### src/rtl/counter_array_pkg.sv
// Shared constants and types for the counter array timebase and interrupt
// block. Assumes a 32-bit classic Wishbone slave with byte addressing.
package counter_array_pkg;

    // ----------------------------------------------------------------
    // Register map (byte addresses, one aligned word each)
    // ----------------------------------------------------------------
    localparam int ADDR_W = 8;
    localparam logic [ADDR_W-1:0] ADDR_COUNT_LOW = 8'h00;
    localparam logic [ADDR_W-1:0] ADDR_COUNT_HIGH = 8'h04;
    localparam logic [ADDR_W-1:0] ADDR_MODE = 8'h08;
    localparam logic [ADDR_W-1:0] ADDR_FLAGS = 8'h0c;
    localparam logic [ADDR_W-1:0] ADDR_IRQ_MASK = 8'h10;
    localparam logic [ADDR_W-1:0] ADDR_IRQ_STATUS = 8'h14;

    // ----------------------------------------------------------------
    // Field types
    // ----------------------------------------------------------------
    typedef enum logic [2:0] {
        TB_DIV12 = 3'b000,
        TB_DIV4 = 3'b001,
        TB_TIMER0 = 3'b010,
        TB_EXT_FALL = 3'b011,
        TB_SYSCLK = 3'b100,
        TB_EXT_OSC = 3'b101,
        TB_LF_OSC = 3'b110,
        TB_RESERVED = 3'b111
    } timebase_e;

    // Array mode register, bit 0 upward: run, timebase, cycle length,
    // watchdog duty of channel 2, idle suspend
    typedef struct packed {
        logic idle_suspend_bit;
        logic watchdog_duty;
        logic [1:0] cycle_length;
        timebase_e timebase_select;
        logic run;
    } mode_s;

    // Event flags; the irq mask uses the same layout
    typedef struct packed {
        logic [2:0] channel_event_flag;
        logic intermediate_overflow_flag;
        logic main_overflow_flag;
    } flags_s;

    localparam int FLAG_W = 5;
    localparam int MODE_W = 8;
    localparam logic [MODE_W-1:0] MODE_RESET = 8'h40;
    localparam logic [FLAG_W-1:0] FLAGS_RESET = 5'h00;
    localparam logic [FLAG_W-1:0] MASK_RESET = 5'h00;

    // ----------------------------------------------------------------
    // Counting constants
    // ----------------------------------------------------------------
    localparam int COUNT_W = 16;
    localparam int BYTE_W = 8;
    localparam logic [COUNT_W-1:0] COUNT_RESET = 16'h0000;
    localparam logic [COUNT_W-1:0] COUNT_ALL_ONES = 16'hffff;
    localparam logic [COUNT_W-1:0] INTER_BASE_MASK = 16'h00ff;
    localparam logic [3:0] PRESCALE_LAST = 4'hb;
    localparam logic [1:0] DIV4_PHASE = 2'h3;
    localparam logic [2:0] OSC_DIV_LAST = 3'h7;
    localparam int SRC_N = 3;
    localparam int SRC_EXT_INPUT = 0;
    localparam int SRC_EXT_OSC = 1;
    localparam int SRC_LF_OSC = 2;

endpackage

### src/rtl/counter_array.sv
// Shared 16-bit counter of the counter array with timebase selection,
// overflow flags, coherent byte reads and interrupt merging.
// Assumes a classic Wishbone master and capture/compare channels that
// report their events as one-cycle pulses on ref_clk.
`timescale 1ns/100ps

module counter_array (
    // Clock and reset
    input wire logic ref_clk,
    input wire logic rst_n,
    // Wishbone slave
    input wire logic wb_cyc_i,
    input wire logic wb_stb_i,
    input wire logic wb_we_i,
    input wire logic [counter_array_pkg::ADDR_W-1:0] wb_adr_i,
    input wire logic [3:0] wb_sel_i,
    input wire logic [31:0] wb_dat_i,
    output logic [31:0] wb_dat_o,
    output logic wb_ack_o,
    // Timebase sources
    input wire logic timer0_overflow,
    input wire logic external_count_input,
    input wire logic ext_osc_clk,
    input wire logic lf_osc_clk,
    // Processor state
    input wire logic cpu_idle,
    // Channel events from the capture/compare modules
    input wire logic [2:0] channel_event,
    // Status toward the channels and the interrupt controller
    output logic [counter_array_pkg::COUNT_W-1:0] count_value,
    output logic count_tick,
    output logic intermediate_overflow,
    output logic watchdog_duty,
    output logic irq
);
    import counter_array_pkg::*;

    // ------------------------------------------------------------
    // State
    // ------------------------------------------------------------
    logic [COUNT_W-1:0] count_q;
    logic [COUNT_W-1:0] count_d;
    logic [BYTE_W-1:0] shadow_q;
    mode_s mode_q;
    mode_s mode_d;
    flags_s flags_q;
    flags_s flags_d;
    flags_s mask_q;
    logic [3:0] prescale_q;
    logic tick_q;
    logic inter_q;
    logic irq_q;
    logic ack_q;
    logic [31:0] rdata_q;

    // ------------------------------------------------------------
    // Bus decode
    // ------------------------------------------------------------
    logic access;
    logic wr;
    logic rd;
    logic wr_low;
    logic wr_high;
    logic wr_mode;
    logic wr_flags;
    logic wr_mask;
    logic wr_status;
    logic rd_low;

    // One access per request; ack_q blocks a second take
    assign access = wb_cyc_i & wb_stb_i & ~ack_q;
    assign wr = access & wb_we_i;
    assign rd = access & ~wb_we_i;
    assign wr_low = wr & wb_sel_i[0] & (wb_adr_i == ADDR_COUNT_LOW);
    assign wr_high = wr & wb_sel_i[0] & (wb_adr_i == ADDR_COUNT_HIGH);
    assign wr_mode = wr & wb_sel_i[0] & (wb_adr_i == ADDR_MODE);
    assign wr_flags = wr & wb_sel_i[0] & (wb_adr_i == ADDR_FLAGS);
    assign wr_mask = wr & wb_sel_i[0] & (wb_adr_i == ADDR_IRQ_MASK);
    assign wr_status = wr & wb_sel_i[0] & (wb_adr_i == ADDR_IRQ_STATUS);
    assign rd_low = rd & (wb_adr_i == ADDR_COUNT_LOW);

    // ------------------------------------------------------------
    // Synchronised outside sources
    // ------------------------------------------------------------
    logic [SRC_N-1:0] src_edge;
    logic [SRC_N-1:0] src_div_tick;
    logic [SRC_N-1:0] src_async;

    assign src_async[SRC_EXT_INPUT] = external_count_input;
    assign src_async[SRC_EXT_OSC] = ext_osc_clk;
    assign src_async[SRC_LF_OSC] = lf_osc_clk;

    // The external input counts falling edges, the oscillators count
    // rising edges and are then divided by eight
    for (genvar i = 0; i < SRC_N; i++) begin : g_src
        logic [2:0] div_q;

        edge_sync #(
            .FALLING(i == SRC_EXT_INPUT)
        ) u_sync (
            .ref_clk(ref_clk),
            .rst_n(rst_n),
            .async_in(src_async[i]),
            .edge_pulse(src_edge[i])
        );

        always_ff @(posedge ref_clk or negedge rst_n) begin
            if (!rst_n) begin
                div_q <= '0;
            end else if (src_edge[i]) begin
                div_q <= div_q + 3'h1;
            end
        end

        assign src_div_tick[i] = src_edge[i] & (div_q == OSC_DIV_LAST);
    end

    // ------------------------------------------------------------
    // System clock prescaler
    // ------------------------------------------------------------
    // Free running mod twelve; the divide-by-four tap reuses it since
    // twelve is a multiple of four, which saves a second counter
    always_ff @(posedge ref_clk or negedge rst_n) begin
        if (!rst_n) begin
            prescale_q <= '0;
        end else if (prescale_q == PRESCALE_LAST) begin
            prescale_q <= '0;
        end else begin
            prescale_q <= prescale_q + 4'h1;
        end
    end

    // ------------------------------------------------------------
    // Timebase select
    // ------------------------------------------------------------
    logic tb_tick;
    logic count_en;
    logic tick;

    always_comb begin
        tb_tick = 1'b0;
        unique case (mode_q.timebase_select)
            TB_DIV12: tb_tick = (prescale_q == PRESCALE_LAST);
            TB_DIV4: tb_tick = (prescale_q[1:0] == DIV4_PHASE);
            TB_TIMER0: tb_tick = timer0_overflow;
            TB_EXT_FALL: tb_tick = src_edge[SRC_EXT_INPUT];
            TB_SYSCLK: tb_tick = 1'b1;
            TB_EXT_OSC: tb_tick = src_div_tick[SRC_EXT_OSC];
            TB_LF_OSC: tb_tick = src_div_tick[SRC_LF_OSC];
            TB_RESERVED: tb_tick = 1'b0;
        endcase
    end

    // Idle only stops counting when software asks for it
    assign count_en = mode_q.run & ~(mode_q.idle_suspend_bit & cpu_idle);
    assign tick = tb_tick & count_en;

    // ------------------------------------------------------------
    // Overflow detection
    // ------------------------------------------------------------
    logic [COUNT_W-1:0] inter_mask;
    logic main_wrap;
    logic inter_carry;

    // Low bits below the chosen carry position, eight to eleven wide
    assign inter_mask = COUNT_W'((32'(INTER_BASE_MASK) << mode_q.cycle_length)
                                 | 32'(INTER_BASE_MASK));
    assign main_wrap = tick & (count_q == COUNT_ALL_ONES);
    assign inter_carry = tick & ((count_q & inter_mask) == inter_mask);

    // ------------------------------------------------------------
    // Counter
    // ------------------------------------------------------------
    // A byte write replaces that byte; the other byte still takes the
    // tick so software never loses a count it did not overwrite
    always_comb begin
        count_d = count_q + COUNT_W'(tick);
        if (wr_low && !mode_q.watchdog_duty) begin
            count_d[BYTE_W-1:0] = wb_dat_i[BYTE_W-1:0];
        end
        if (wr_high && !mode_q.watchdog_duty) begin
            count_d[COUNT_W-1:BYTE_W] = wb_dat_i[BYTE_W-1:0];
        end
    end

    // Reads are not in this path at all, so they cannot stall it
    always_ff @(posedge ref_clk or negedge rst_n) begin
        if (!rst_n) begin
            count_q <= COUNT_RESET;
        end else begin
            count_q <= count_d;
        end
    end

    // Snapshot of the high byte taken by every low byte read
    always_ff @(posedge ref_clk or negedge rst_n) begin
        if (!rst_n) begin
            shadow_q <= '0;
        end else if (rd_low) begin
            shadow_q <= count_q[COUNT_W-1:BYTE_W];
        end
    end

    // ------------------------------------------------------------
    // Mode register
    // ------------------------------------------------------------
    // Written byte seen as a mode word
    mode_s mode_wr;
    assign mode_wr = mode_s'(wb_dat_i[MODE_W-1:0]);

    // During watchdog duty only the duty bit itself may be changed,
    // which keeps a runaway program from retiming the watchdog
    always_comb begin
        mode_d = mode_q;
        if (wr_mode) begin
            if (mode_q.watchdog_duty) begin
                mode_d.watchdog_duty = mode_wr.watchdog_duty;
            end else begin
                mode_d = mode_wr;
            end
        end
    end

    // Reset brings channel 2 up in watchdog duty
    always_ff @(posedge ref_clk or negedge rst_n) begin
        if (!rst_n) begin
            mode_q <= mode_s'(MODE_RESET);
        end else begin
            mode_q <= mode_d;
        end
    end

    // ------------------------------------------------------------
    // Event flags
    // ------------------------------------------------------------
    flags_s flag_set;
    flags_s flag_clr;

    // Sets come from hardware alone, never gated by an enable
    always_comb begin
        flag_set = '0;
        flag_set.main_overflow_flag = main_wrap;
        flag_set.intermediate_overflow_flag = inter_carry;
        flag_set.channel_event_flag = channel_event;
    end

    // Flags register clears on a zero; status alias clears on a one
    always_comb begin
        flag_clr = '0;
        if (wr_flags) begin
            flag_clr = flags_s'(~wb_dat_i[FLAG_W-1:0]);
        end else if (wr_status) begin
            flag_clr = flags_s'(wb_dat_i[FLAG_W-1:0]);
        end
    end

    // Set beats clear; nothing else clears a flag
    assign flags_d = (flags_q & ~flag_clr) | flag_set;

    always_ff @(posedge ref_clk or negedge rst_n) begin
        if (!rst_n) begin
            flags_q <= flags_s'(FLAGS_RESET);
        end else begin
            flags_q <= flags_d;
        end
    end

    // ------------------------------------------------------------
    // Interrupt mask and request
    // ------------------------------------------------------------
    always_ff @(posedge ref_clk or negedge rst_n) begin
        if (!rst_n) begin
            mask_q <= flags_s'(MASK_RESET);
        end else if (wr_mask) begin
            mask_q <= flags_s'(wb_dat_i[FLAG_W-1:0]);
        end
    end

    // Registered from the next-state flags so the request rises on the
    // same clock edge as the flag, not one later, and never glitches
    always_ff @(posedge ref_clk or negedge rst_n) begin
        if (!rst_n) begin
            irq_q <= 1'b0;
        end else begin
            irq_q <= |(flags_d & mask_q);
        end
    end

    // ------------------------------------------------------------
    // Status toward the channels
    // ------------------------------------------------------------
    always_ff @(posedge ref_clk or negedge rst_n) begin
        if (!rst_n) begin
            tick_q <= 1'b0;
            inter_q <= 1'b0;
        end else begin
            tick_q <= tick;
            inter_q <= inter_carry;
        end
    end

    // ------------------------------------------------------------
    // Bus answer
    // ------------------------------------------------------------
    // Every address answers in one cycle; unmapped ones read zero
    always_ff @(posedge ref_clk or negedge rst_n) begin
        if (!rst_n) begin
            ack_q <= 1'b0;
        end else begin
            ack_q <= access;
        end
    end

    always_ff @(posedge ref_clk or negedge rst_n) begin
        if (!rst_n) begin
            rdata_q <= '0;
        end else if (rd) begin
            rdata_q <= '0;
            unique case (wb_adr_i)
                ADDR_COUNT_LOW: rdata_q[BYTE_W-1:0] <= count_q[BYTE_W-1:0];
                ADDR_COUNT_HIGH: rdata_q[BYTE_W-1:0] <= shadow_q;
                ADDR_MODE: rdata_q[MODE_W-1:0] <= mode_q;
                ADDR_FLAGS: rdata_q[FLAG_W-1:0] <= flags_q;
                ADDR_IRQ_MASK: rdata_q[FLAG_W-1:0] <= mask_q;
                ADDR_IRQ_STATUS: rdata_q[FLAG_W-1:0] <= flags_q;
                default: rdata_q <= '0;
            endcase
        end
    end

    // ------------------------------------------------------------
    // Outputs
    // ------------------------------------------------------------
    assign wb_dat_o = rdata_q;
    assign wb_ack_o = ack_q;
    assign count_value = count_q;
    assign count_tick = tick_q;
    assign intermediate_overflow = inter_q;
    assign watchdog_duty = mode_q.watchdog_duty;
    assign irq = irq_q;

endmodule

### src/rtl/edge_sync.sv
// Two-stage synchroniser with an edge detector behind it.
// Assumes the input changes no faster than a few reference clocks.
`timescale 1ns/100ps

module edge_sync #(
    parameter bit FALLING = 1'b0
) (
    // Clock and reset
    input wire logic ref_clk,
    input wire logic rst_n,
    // Asynchronous level in, one-cycle pulse out
    input wire logic async_in,
    output logic edge_pulse
);

    logic meta_q;
    logic sync_q;
    logic last_q;

    // ------------------------------------------------------------
    // Synchroniser; only the second stage looks at the first
    // ------------------------------------------------------------
    always_ff @(posedge ref_clk or negedge rst_n) begin
        if (!rst_n) begin
            // Opposite of the counted edge, so release fakes no edge
            meta_q <= ~FALLING;
            sync_q <= ~FALLING;
            last_q <= ~FALLING;
        end else begin
            meta_q <= async_in;
            sync_q <= meta_q;
            last_q <= sync_q;
        end
    end

    // Edge seen between the second and third stage
    assign edge_pulse = FALLING ? (last_q & ~sync_q) : (sync_q & ~last_q);

endmodule
### config.mk
export PLATFORM = sky130hd
export DESIGN_NAME = counter_array
export DESIGN_NICKNAME = d
export VERILOG_FILES = /design/src/rtl/counter_array_pkg.sv /design/src/rtl/counter_array.sv /design/src/rtl/edge_sync.sv
export SDC_FILE = /design/constraint.sdc
export NUM_CORES = 1
export LEC_CHECK = 0
export BUFFER_PORTS_ARGS = -buffer_cell sky130_fd_sc_hd__buf_2
export CORE_UTILIZATION = 45
export CTS_CLUSTER_SIZE = 40
export DETAILED_ROUTE_END_ITERATION = 12
export GPL_ROUTABILITY_DRIVEN = 0
export HOLD_SLACK_MARGIN = 0.05
export MAX_ROUTING_LAYER = met4
export PLACE_DENSITY = 0.71
export SKIP_LAST_GASP = 1
export SLEW_MARGIN = 20
export SYNTH_ARGS = -nofsm -noshare
export SYNTH_HDL_FRONTEND = slang
export SYNTH_SLANG_ARGS = --single-unit
export TNS_END_PERCENT = 50
### constraint.sdc
create_clock -name ref_clk -period 2.75 [get_ports ref_clk]
set_clock_uncertainty 0.1 [all_clocks]
set_input_delay 0.275 -clock ref_clk [delete_from_list [all_inputs] [get_ports ref_clk]]
set_output_delay 0.275 -clock ref_clk [all_outputs]
set_load 0.01 [all_outputs]
==> run summary, run 1 <==
status - finished, final reports clean
Min-Delay Path Depth - 2
cell count after synthesis - 328
Mean Syn Cell Area - 11.3 um^2
combinational power share - 10.5%
Leak Pwr - 2.09 nW
Yosys Warn Count - 0
power share of the clock group - 41.2%
Post-CTS Setup Bufs - 0
reg2reg path depth - 10
Max-Cap Viols - 0
xor and xnor area share after synthesis - 4.02%
post-synth cell types - 52
register area share after synthesis - 49.6%
Pwr Density - 565 nW/um^2
Util after Layout - 55.7%
clock buffer depth - 2
Psw - 0.592 mW
switch share - 23.9%
max-slew violation count - 0
Num Clock Sinks - 73
ratio of cells with drive above 1 in the final layout - 27.7%
slowest cell on the critical path - dfrtp_1
Synth Area in Simple Gates - 14.6%
setup TNS - 0 ps
Starting Density - 47.2%
vias in the first global route - 2668
register share of total power - 48.3%
core footprint - 7850 um^2
Worst Hold Class - in -> reg
clk_lat worst skew - 350 ps
hold path start - wb_dat_i[7]
Buf/Inv on CP - 0
CTS tree - yes
Clock transition at path regs - 80 ps
Non-Filler Instances - 510
pin count of the biggest net entering global routing - 46
crit start category - flip-flop
ant diodes - 0
Synth Flop Type - dfrtp_1
total global-route track usage - 22.0%
post-route ant nets - 0
crit path time final - 2500 ps
overall die height - 92.7 um
post-synthesis adder-cell area fraction - 2.70%
FFs w/ async S/R, synth - 100%
clk root buf - clkbuf_8
CP arrival - 2630 ps
port bufs - 58
crit end category - flip-flop
die area - 8590 um^2
I/O Pins - 110
CTS H-tree lvls - 3
Critical Path Most Common Cell - ha_1
Nets - 468
total grt overflow - 0
Least-Margin Pin Slew - 693 ps
number of synthesized flops with an enable pin - 0
worst rel slew slack - 53.8%
P&R area growth vs syn - 18.1%
Vias/cell - 5.45
end of the worst hold path - mode_q[7]$_DFFE_PN0P_
Seq cells post-synth - 73
Vias - 2777
DRC Markers - 0
hold slack - 90.1 ps
most common cell after layout, fill and taps aside - dfrtp_1
Critical Path, Cell by Cell - ha_1 -> ha_1 -> nor4bb_1 -> nor3_1 -> nor3_2 -> ha_1 -> and3_1 -> nand2_1 -> xnor2_1 -> mux2_1
crit-path max FO - 5
FMAX - 400 MHz
most frequent cells in the layout - dfrtp_1 (66), buf_2 (58), nor2_1 (24), conb_1 (24), a21oi_1 (17)
# rows - 32
DR WL/cell - 16.8 um
Worst path top cell family by delay - simple AND/OR/NAND/NOR gates
Critical Path RT - 2880 ps
peak supply drop - 0.320 mV
Placed Cells - 487
antenna violations before repair - 0
Total Wirelength - 8560 um
RSZ-0062 raised after global routing - false
starting DRC count in detailed routing - 124
cell accounting for the most synthesized area - dfrtp_1
reg2reg setup slack - 250 ps
reg2reg end - count_value[7]$_DFF_PN0_
r2r startpoint - g_src[1].div_q[0]$_DFFE_PN0N_
post-synthesis compound-gate area fraction - 11.9%
hpwl dp - 6270 um
final worst path period share - 90.9%
DRT Pass-1 Iters - 5
Area contributors post-synth - dfrtp_1 (45%), dfstp_2 (5.0%), buf_4 (4.9%), mux2_1 (4.9%), mux2_4 (3.2%)
final hold vios - 0
multiplexer share of the synthesized area - 10.2%
Cell Area, Synth - 3700 um^2
slowest cell delay on critical path - 370 ps
first-pass GRT wire length - 13900 um
largest family of logic cells by synthesized area - simple AND/OR/NAND/NOR gates
Die X - 92.7 um
final setup vio count - 0
P_int - 1.88 mW
Setup CP Type - reg -> reg
Inserted Clock Buffers - 9
top-area cell type share of the netlist area - 44.6%
-- area by class of cell --
type,count,area [um^2]
fillers,697,3470
clock buffers,10,128
well taps,102,128
repair buffers,73,433
inverters,7,26.3
flip-flops and latches,73,1840
multi-input cells,239,1710
clock inverters,6,115
-- power by group through the flow --
stage | Sequential (mW) | Clock (mW) | Combinational, mW
2_1_floorplan | 1.21 | 0 | 0.167
3_3_place_gp | 1.21 | 0 | 0.242
3_5_place_dp | 1.22 | 0 | 0.256
4_1_cts | 1.20 | 1.04 | 0.264
5_1_grt | 1.21 | 1.08 | 0.293
6_report | 1.19 | 1.02 | 0.259
-- worst register-to-register path: stages (launching register included) --
cell and delay [ps]:
dfrtp_1 370, ha_1 150, ha_1 120, nor4bb_1 210, nor3_1 120, nor3_2 240
ha_1 240, and3_1 290, nand2_1 110, xnor2_1 140, mux2_1 300
-- stage by stage --
stage / setup slack, ps / instance area, um^2 / power (mW)
floorplan: 470 / 3790 / 1.38
global placement: 182 / 4050 / 1.45
detailed placement: 157 / 4050 / 1.47
CTS: 117 / 4360 / 2.50
global route: 68.3 / 4370 / 2.58
finish: 250 / 4370 / 2.47
-- metal layers --
layer / up-vias / global-route usage [%] / routed length [um]
met4: 0 / 5.13 / 105
met2: 93 / 35.2 / 4230
met3: 9 / 5.42 / 428
met5: - / - / 0
li1: 1291 / - / -
met1: 1384 / 28.4 / 3800
-- sequential cells by signal, indices dropped and copies added, names as in the netlist, 3 cells and up --
name                 cells
count_value             16
flags_q                  5
g_src.div_q              6
g_src.u_sync.last_q      3
g_src.u_sync.meta_q      3
g_src.u_sync.sync_q      3
mask_q                   5
mode_q                   7
prescale_q               4
shadow_q                 8
wb_dat_o                 8
-- worst max path at each step --
| stage | end | from | depth (start not counted) | slack (ps) |
|---|---|---|---|---|
| after global placement | count_value[7]$_DFF_PN0_ | g_src[2].div_q[0]$_DFFE_PN0N_ | 10 | 180 |
| after floorplan | count_value[7]$_DFF_PN0_ | g_src[2].div_q[0]$_DFFE_PN0N_ | 10 | 470 |
| after global routing | count_value[7]$_DFF_PN0_ | g_src[2].div_q[0]$_DFFE_PN0N_ | 10 | 70 |
| after detailed placement | count_value[7]$_DFF_PN0_ | g_src[2].div_q[0]$_DFFE_PN0N_ | 10 | 160 |
| after CTS | count_value[7]$_DFF_PN0_ | g_src[2].div_q[0]$_DFFE_PN0N_ | 10 | 120 |
| final | count_value[7]$_DFF_PN0_ | g_src[1].div_q[0]$_DFFE_PN0N_ | 10 | 250 |
-- cells by family (layout without fill, tap and decap cells) --
group           Yosys count  count (layout)
simple gates             94              94
mux                      31              31
flops                    73              73
xor+xnor                 17              17
other cells               1              24
compound gates           65              65
fa+ha+maj                 8               8
buf+inv                  39              96
-- synth_stat cells (2+ instances only) --
cell / count
nor3_1: 8
mux2_2: 7
buf_2: 3
mux2_1: 16
buf_4: 24
nand3_1: 9
and4_1: 3
dfrtp_1: 66
and2_1: 3
a222oi_1: 9
buf_6: 2
nand2b_1: 10
nor2_1: 24
nand2_2: 2
clkbuf_1: 3
inv_1: 7
nor4bb_1: 2
o21ai_0: 10
dfstp_2: 7
mux2_4: 8
o31ai_1: 2
xor2_1: 11
ha_1: 8
a21oi_1: 17
nand2_1: 14
and3_1: 7
a31oi_1: 7
o21ai_1: 3
nand4_1: 3
a22oi_1: 6
xnor2_1: 6
-- repair_timing --
| item | CTS | global route |
|---|---|---|
| resized for setup | 0 | 2 |
| hold buffers | 7 | 0 |
| hold endpoints to repair | 33 | 0 |
| setup endpoints to repair | 0 | 3 |
(Power assumes the default switching activity.)
==> run 2: changes to the inputs <==
Settings changed: CTS_BUF_LIST set to sky130_fd_sc_hd__clkbuf_16.
==> run 2 against run 1 <==
Design area rose by 2.1%. Clock-buffer cell count fell by 1. Total power rose by 13%. Critical path depth rose by 1. Combinational power barely moved. Worst setup slack got worse by 19 ps. Register-to-register slack got worse by 20 ps. Sequential power barely moved. Largest cell class unchanged. Highest routed layer unchanged.
==> run summary, run 2 (same netlist as run 1, synthesis figures left out) <==
Worst Hold Class - in -> reg
switch share - 22.7%
max-slew violation count - 0
CP arrival - 2610 ps
multi-input logic area - 1710 um^2
antenna violations before repair - 0
crit path time final - 2520 ps
Worst path top cell family by delay - simple AND/OR/NAND/NOR gates
FMAX - 397 MHz
Largest register FFs - 16
most frequent cells in the layout - dfrtp_1 (66), buf_2 (58), nor2_1 (24), conb_1 (24), a21oi_1 (17)
slowest cell delay on critical path - 390 ps
CTS tree - yes
worst rel slew slack - 54.4%
pin count of the biggest net entering global routing - 46
Inserted Clock Buffers - 9
Vias/cell - 5.50
setup TNS - 0 ps
clk_lat worst skew - 340 ps
P&R area growth vs syn - 20.6%
status - finished, final reports clean
vias in the first global route - 2696
peak supply drop - 0.383 mV
Buf/Inv on CP - 0
Sequential Area - 1840 um^2
most common cell after layout, fill and taps aside - dfrtp_1
Critical Path, Cell by Cell - ha_1 -> ha_1 -> nor4bb_2 -> nor3_1 -> nor3_2 -> ha_1 -> ha_1 -> and3_1 -> nand3_1 -> xor2_1 -> a21oi_1
combinational power share - 9.2%
ant diodes - 0
FILL cells - 693
Least-Margin Pin Slew - 685 ps
Leak Pwr - 2.14 nW
Clock transition at path regs - 60 ps
register share of total power - 42.8%
post-route ant nets - 0
CTS H-tree lvls - 3
Critical Path RT - 2840 ps
DRT Pass-1 Iters - 5
power share of the clock group - 48.0%
Die X - 92.7 um
Util after Layout - 56.9%
Num Clock Sinks - 73
port bufs - 58
ratio of cells with drive above 1 in the final layout - 27.8%
Vias - 2797
first-pass GRT wire length - 14100 um
final worst path period share - 91.6%
met2 routed WL - 4310 um
clock buffer depth - 2
DR WL/cell - 17.3 um
top routing layer used - met4
RSZ-0062 raised after global routing - false
final hold vios - 0
P_int - 2.16 mW
Total Wirelength - 8790 um
starting DRC count in detailed routing - 143
Starting Density - 47.2%
hpwl dp - 6270 um
I/O Pins - 110
overall die height - 92.7 um
post-route cell area - 4470 um^2
Max-Cap Viols - 0
DRC Markers - 0
met1 WL - 3860 um
Pwr Density - 626 nW/um^2
met3 WL - 445 um
Critical Path Most Common Cell - ha_1
crit start category - flip-flop
Setup CP Type - reg -> reg
total grt overflow - 0
crit-path max FO - 3
total global-route track usage - 22.7%
Nets - 467
slowest cell on the critical path - dfrtp_1
final setup vio count - 0
clk root buf - clkbuf_16
area of placed instances - 4050 um^2
die area - 8590 um^2
crit end category - flip-flop
Psw - 0.636 mW
core footprint - 7850 um^2
# rows - 32
Post-CTS Setup Bufs - 0
-- run 2: changes by cell type in the layout (fill, tap and decap cells not counted), sizes merged --
cell         before  now
inv               8    9
clkbuf           10    9
dlygate4sd3       7    6
-- run 2: worst register-to-register path, cell delays in order (launching register included) --
cell and delay (ps):
dfrtp_1 390, ha_1 200, ha_1 160, nor4bb_2 160
nor3_1 300, nor3_2 110, ha_1 240, ha_1 210
and3_1 180, nand3_1 100, xor2_1 150, a21oi_1 80
-- run 2: power by group through the flow --
stage,clock [mW],combinational [mW],sequential (mW)
floorplan,0,0.167,1.21
global placement,0,0.242,1.21
detailed placement,0,0.256,1.22
CTS,1.36,0.263,1.20
global route,1.41,0.291,1.21
finish,1.34,0.258,1.20
-- run 2: worst paths after layout --
path,start,endpoint,slack (ps),cells after the start
setup / recovery,g_src[2].div_q[0]$_DFFE_PN0N_,count_value[12]$_DFF_PN0_,230,11
hold / removal,channel_event[0],flags_q[2]$_DFF_PN0_,60,2
setup reg to reg,g_src[2].div_q[0]$_DFFE_PN0N_,count_value[12]$_DFF_PN0_,230,11
hold reg to reg,g_src[0].u_sync.meta_q$_DFF_PN0_,g_src[0].u_sync.sync_q$_DFF_PN0_,250,0
max in group asynchronous,rst_n,g_src[2].u_sync.meta_q$_DFF_PN1_,1400,3
min in group asynchronous,rst_n,count_value[11]$_DFF_PN0_,410,2
-- run 2: cell type report --
class                           instances  share of cell area, %
Sequential cell                        73                   41.1
Multi-Input combinational cell        239                   38.3
Timing Repair Buffer                   72                   9.47
Clock buffer                            9                   5.04
Tap cell                              102                   2.86
Clock inverter                          7                   2.66
Inverter                                7                  0.588
-- run 2: metal layers --
metal / track usage [%] / vias to the layer above
li1: - / 1298
met1: 28.6 / 1394
met2: 35.9 / 87
met3: 5.75 / 18
met4: 7.82 / 0
met5: - / -
-- run 2: metrics by stage --
step	worst slack [ps]	total power [mW]	hold WS, ps	cells
2_1_floorplan	470	1.38	-121	351
5_1_grt	65.0	2.91	52.2	509
3_3_place_gp	182	1.45	235	487
3_5_place_dp	157	1.47	242	487
6_report	231	2.80	64.3	509
4_1_cts	100	2.82	57.8	509
-- run 2: what timing repair did --
item / 4_1_cts / 5_1_grt
resized for setup: 0 / 2
hold endpoints to repair: 32 / 0
setup endpoints to repair: 0 / 3
hold buffers: 6 / 0
==> run 3: changes to the inputs <==
==> constraint.sdc (replaced) <==
create_clock -name ref_clk -period 2.75 [get_ports ref_clk]
set_clock_uncertainty 0.1 [all_clocks]
set_input_delay 0.4125 -clock ref_clk [delete_from_list [all_inputs] [get_ports ref_clk]]
set_output_delay 0.4125 -clock ref_clk [all_outputs]
set_load 0.01 [all_outputs]
==> run 3 against run 2 <==
Sequential power barely moved. Wire length fell by 0.55%. Global-route usage fell by 0.070 points. Total power fell by 6.6%. First-iteration DRC count rose by 4.9%. Sequential share of layout area rose by 1.3 points. Fmax fell by 1.3%. Worst hold slack improved by 7.3 ps. Critical path type unchanged.
==> run summary, run 3 (same netlist as run 1, synthesis figures left out) <==
area of placed instances - 4030 um^2
reg2reg end - count_value[7]$_DFF_PN0_
clk root buf - clkbuf_16
hold path start - ext_osc_clk
Psw - 0.646 mW
die area - 8590 um^2
Num Clock Sinks - 73
clk_lat worst skew - 330 ps
Max-Cap Viols - 0
CTS tree - yes
antenna violations before repair - 0
core footprint - 7850 um^2
Vias/cell - 5.48
first-pass GRT wire length - 14200 um
clock buffer depth - 2
final hold vios - 0
peak supply drop - 0.307 mV
total global-route track usage - 22.7%
Post-CTS Setup Bufs - 0
slowest cell on the critical path - dfrtp_1
Critical Path Most Common Cell - ha_1
top routing layer used - met4
starting DRC count in detailed routing - 150
Pwr Density - 603 nW/um^2
DRC Markers - 0
Vias - 2752
Min-Delay Path Depth - 1
P_int - 1.97 mW
vias in the first global route - 2732
ratio of cells with drive above 1 in the final layout - 28.2%
DR WL/cell - 17.4 um
Largest register FFs - 16
combinational power share - 9.5%
r2r startpoint - g_src[2].div_q[0]$_DFFE_PN0N_
status - finished, final reports clean
post-route ant nets - 0
Critical Path, Cell by Cell - ha_1 -> ha_1 -> nor4bb_1 -> nor3_1 -> nor3_2 -> ha_1 -> and3_2 -> nand2_1 -> xnor2_1 -> mux2_1
Leak Pwr - 2.08 nW
Least-Margin Pin Slew - 912 ps
worst rel slew slack - 39.2%
end of the worst hold path - g_src[1].u_sync.meta_q$_DFF_PN1_
switch share - 24.7%
Total Wirelength - 8740 um
# rows - 32
Worst Hold Class - in -> reg
max-slew violation count - 0
final worst path period share - 92.8%
hpwl dp - 6110 um
P&R area growth vs syn - 17.0%
Setup CP Type - reg -> reg
slowest cell delay on critical path - 360 ps
DRT Pass-1 Iters - 7
CP arrival - 2670 ps
pin count of the biggest net entering global routing - 74
I/O Pins - 110
port bufs - 58
met2 routed WL - 4260 um
Nets - 460
met3 WL - 425 um
Util after Layout - 55.2%
total grt overflow - 0
reg2reg path depth - 10
most common cell after layout, fill and taps aside - dfrtp_1
final setup vio count - 0
most frequent cells in the layout - dfrtp_1 (66), buf_2 (58), nor2_1 (24), conb_1 (24), a21oi_1 (17)
register share of total power - 45.8%
CTS H-tree lvls - 3
post-route cell area - 4330 um^2
ant diodes - 0
power share of the clock group - 44.6%
crit-path max FO - 5
Clock transition at path regs - 60 ps
crit path time final - 2550 ps
crit start category - flip-flop
crit end category - flip-flop
Inserted Clock Buffers - 9
met1 WL - 3900 um
FMAX - 392 MHz
Starting Density - 47.2%
Critical Path RT - 2860 ps
overall die height - 92.7 um
reg2reg setup slack - 200 ps
Die X - 92.7 um
[run 3: cell types whose count changed in the layout (fill, tap and decap cells not counted), moves of 2 or more]
cell / before / now
bufinv_16: 3 / 1
clkinv_2: 0 / 3
dlygate4sd3_1: 6 / 0
clkinv_4: 1 / 3
[run 3: area by class of cell]
class                   count  area, um^2
inverters                   7        26.3
clock buffers               9         225
well taps                 102         128
repair buffers             65         343
clock inverters             7        71.3
fillers                   718        3510
flip-flops and latches     73        1840
multi-input cells         239        1700
[run 3: timing repair]
action                     4_1_cts  5_1_grt
setup endpoints to repair        0        6
hold buffers                     0        0
gates resized for setup          0        2
[run 3: layer usage]
layer | GRT usage (%) | vias to the layer above
li1 | - | 1281
met1 | 29.7 | 1362
met2 | 34.8 | 96
met3 | 5.99 | 13
met4 | 6.67 | 0
met5 | - | -
[run 3: worst max path at each step]
stage / slack, ps / depth (start not counted) / from / to
6_report: 200 / 10 / g_src[2].div_q[0]$_DFFE_PN0N_ / count_value[7]$_DFF_PN0_
5_1_grt: -8 / 10 / g_src[1].div_q[0]$_DFFE_PN0N_ / count_value[7]$_DFF_PN0_
4_1_cts: 80 / 10 / g_src[2].div_q[0]$_DFFE_PN0N_ / count_value[7]$_DFF_PN0_
3_5_place_dp: 80 / 10 / g_src[2].div_q[0]$_DFFE_PN0N_ / count_value[7]$_DFF_PN0_
3_3_place_gp: 150 / 10 / g_src[2].div_q[0]$_DFFE_PN0N_ / count_value[7]$_DFF_PN0_
2_1_floorplan: 470 / 10 / g_src[2].div_q[0]$_DFFE_PN0N_ / count_value[7]$_DFF_PN0_
[run 3: critical path: cells and delay by family, from the launching register on]
kind / cells / cell delay [ps]
multiplexers: 1 / 300
AND/OR/NAND/NOR: 5 / 1000
flip-flops: 1 / 360
adder cells (fa/ha/maj): 3 / 550
XOR/XNOR: 1 / 130
[run 3: stage by stage]
step	total power, mW	hold WS [ps]	TNS [ps]	worst slack, ps	cells
after global routing	2.72	55.9	-7.57	-7.57	502
final	2.61	71.6	0	199	502
after CTS	2.63	65.5	0	79.4	502
after detailed placement	1.47	237	0	83.9	486
after floorplan	1.38	16.9	0	470	351
after global placement	1.45	236	0	147	486
[run 3: power by group through the flow]
stage                     clock [mW]  combinational (mW)  sequential, mW
after floorplan                    0               0.167            1.21
after global placement             0               0.239            1.21
after detailed placement           0               0.253            1.22
after CTS                       1.18               0.255            1.20
after global routing            1.23               0.282            1.21
final                           1.17               0.249            1.20
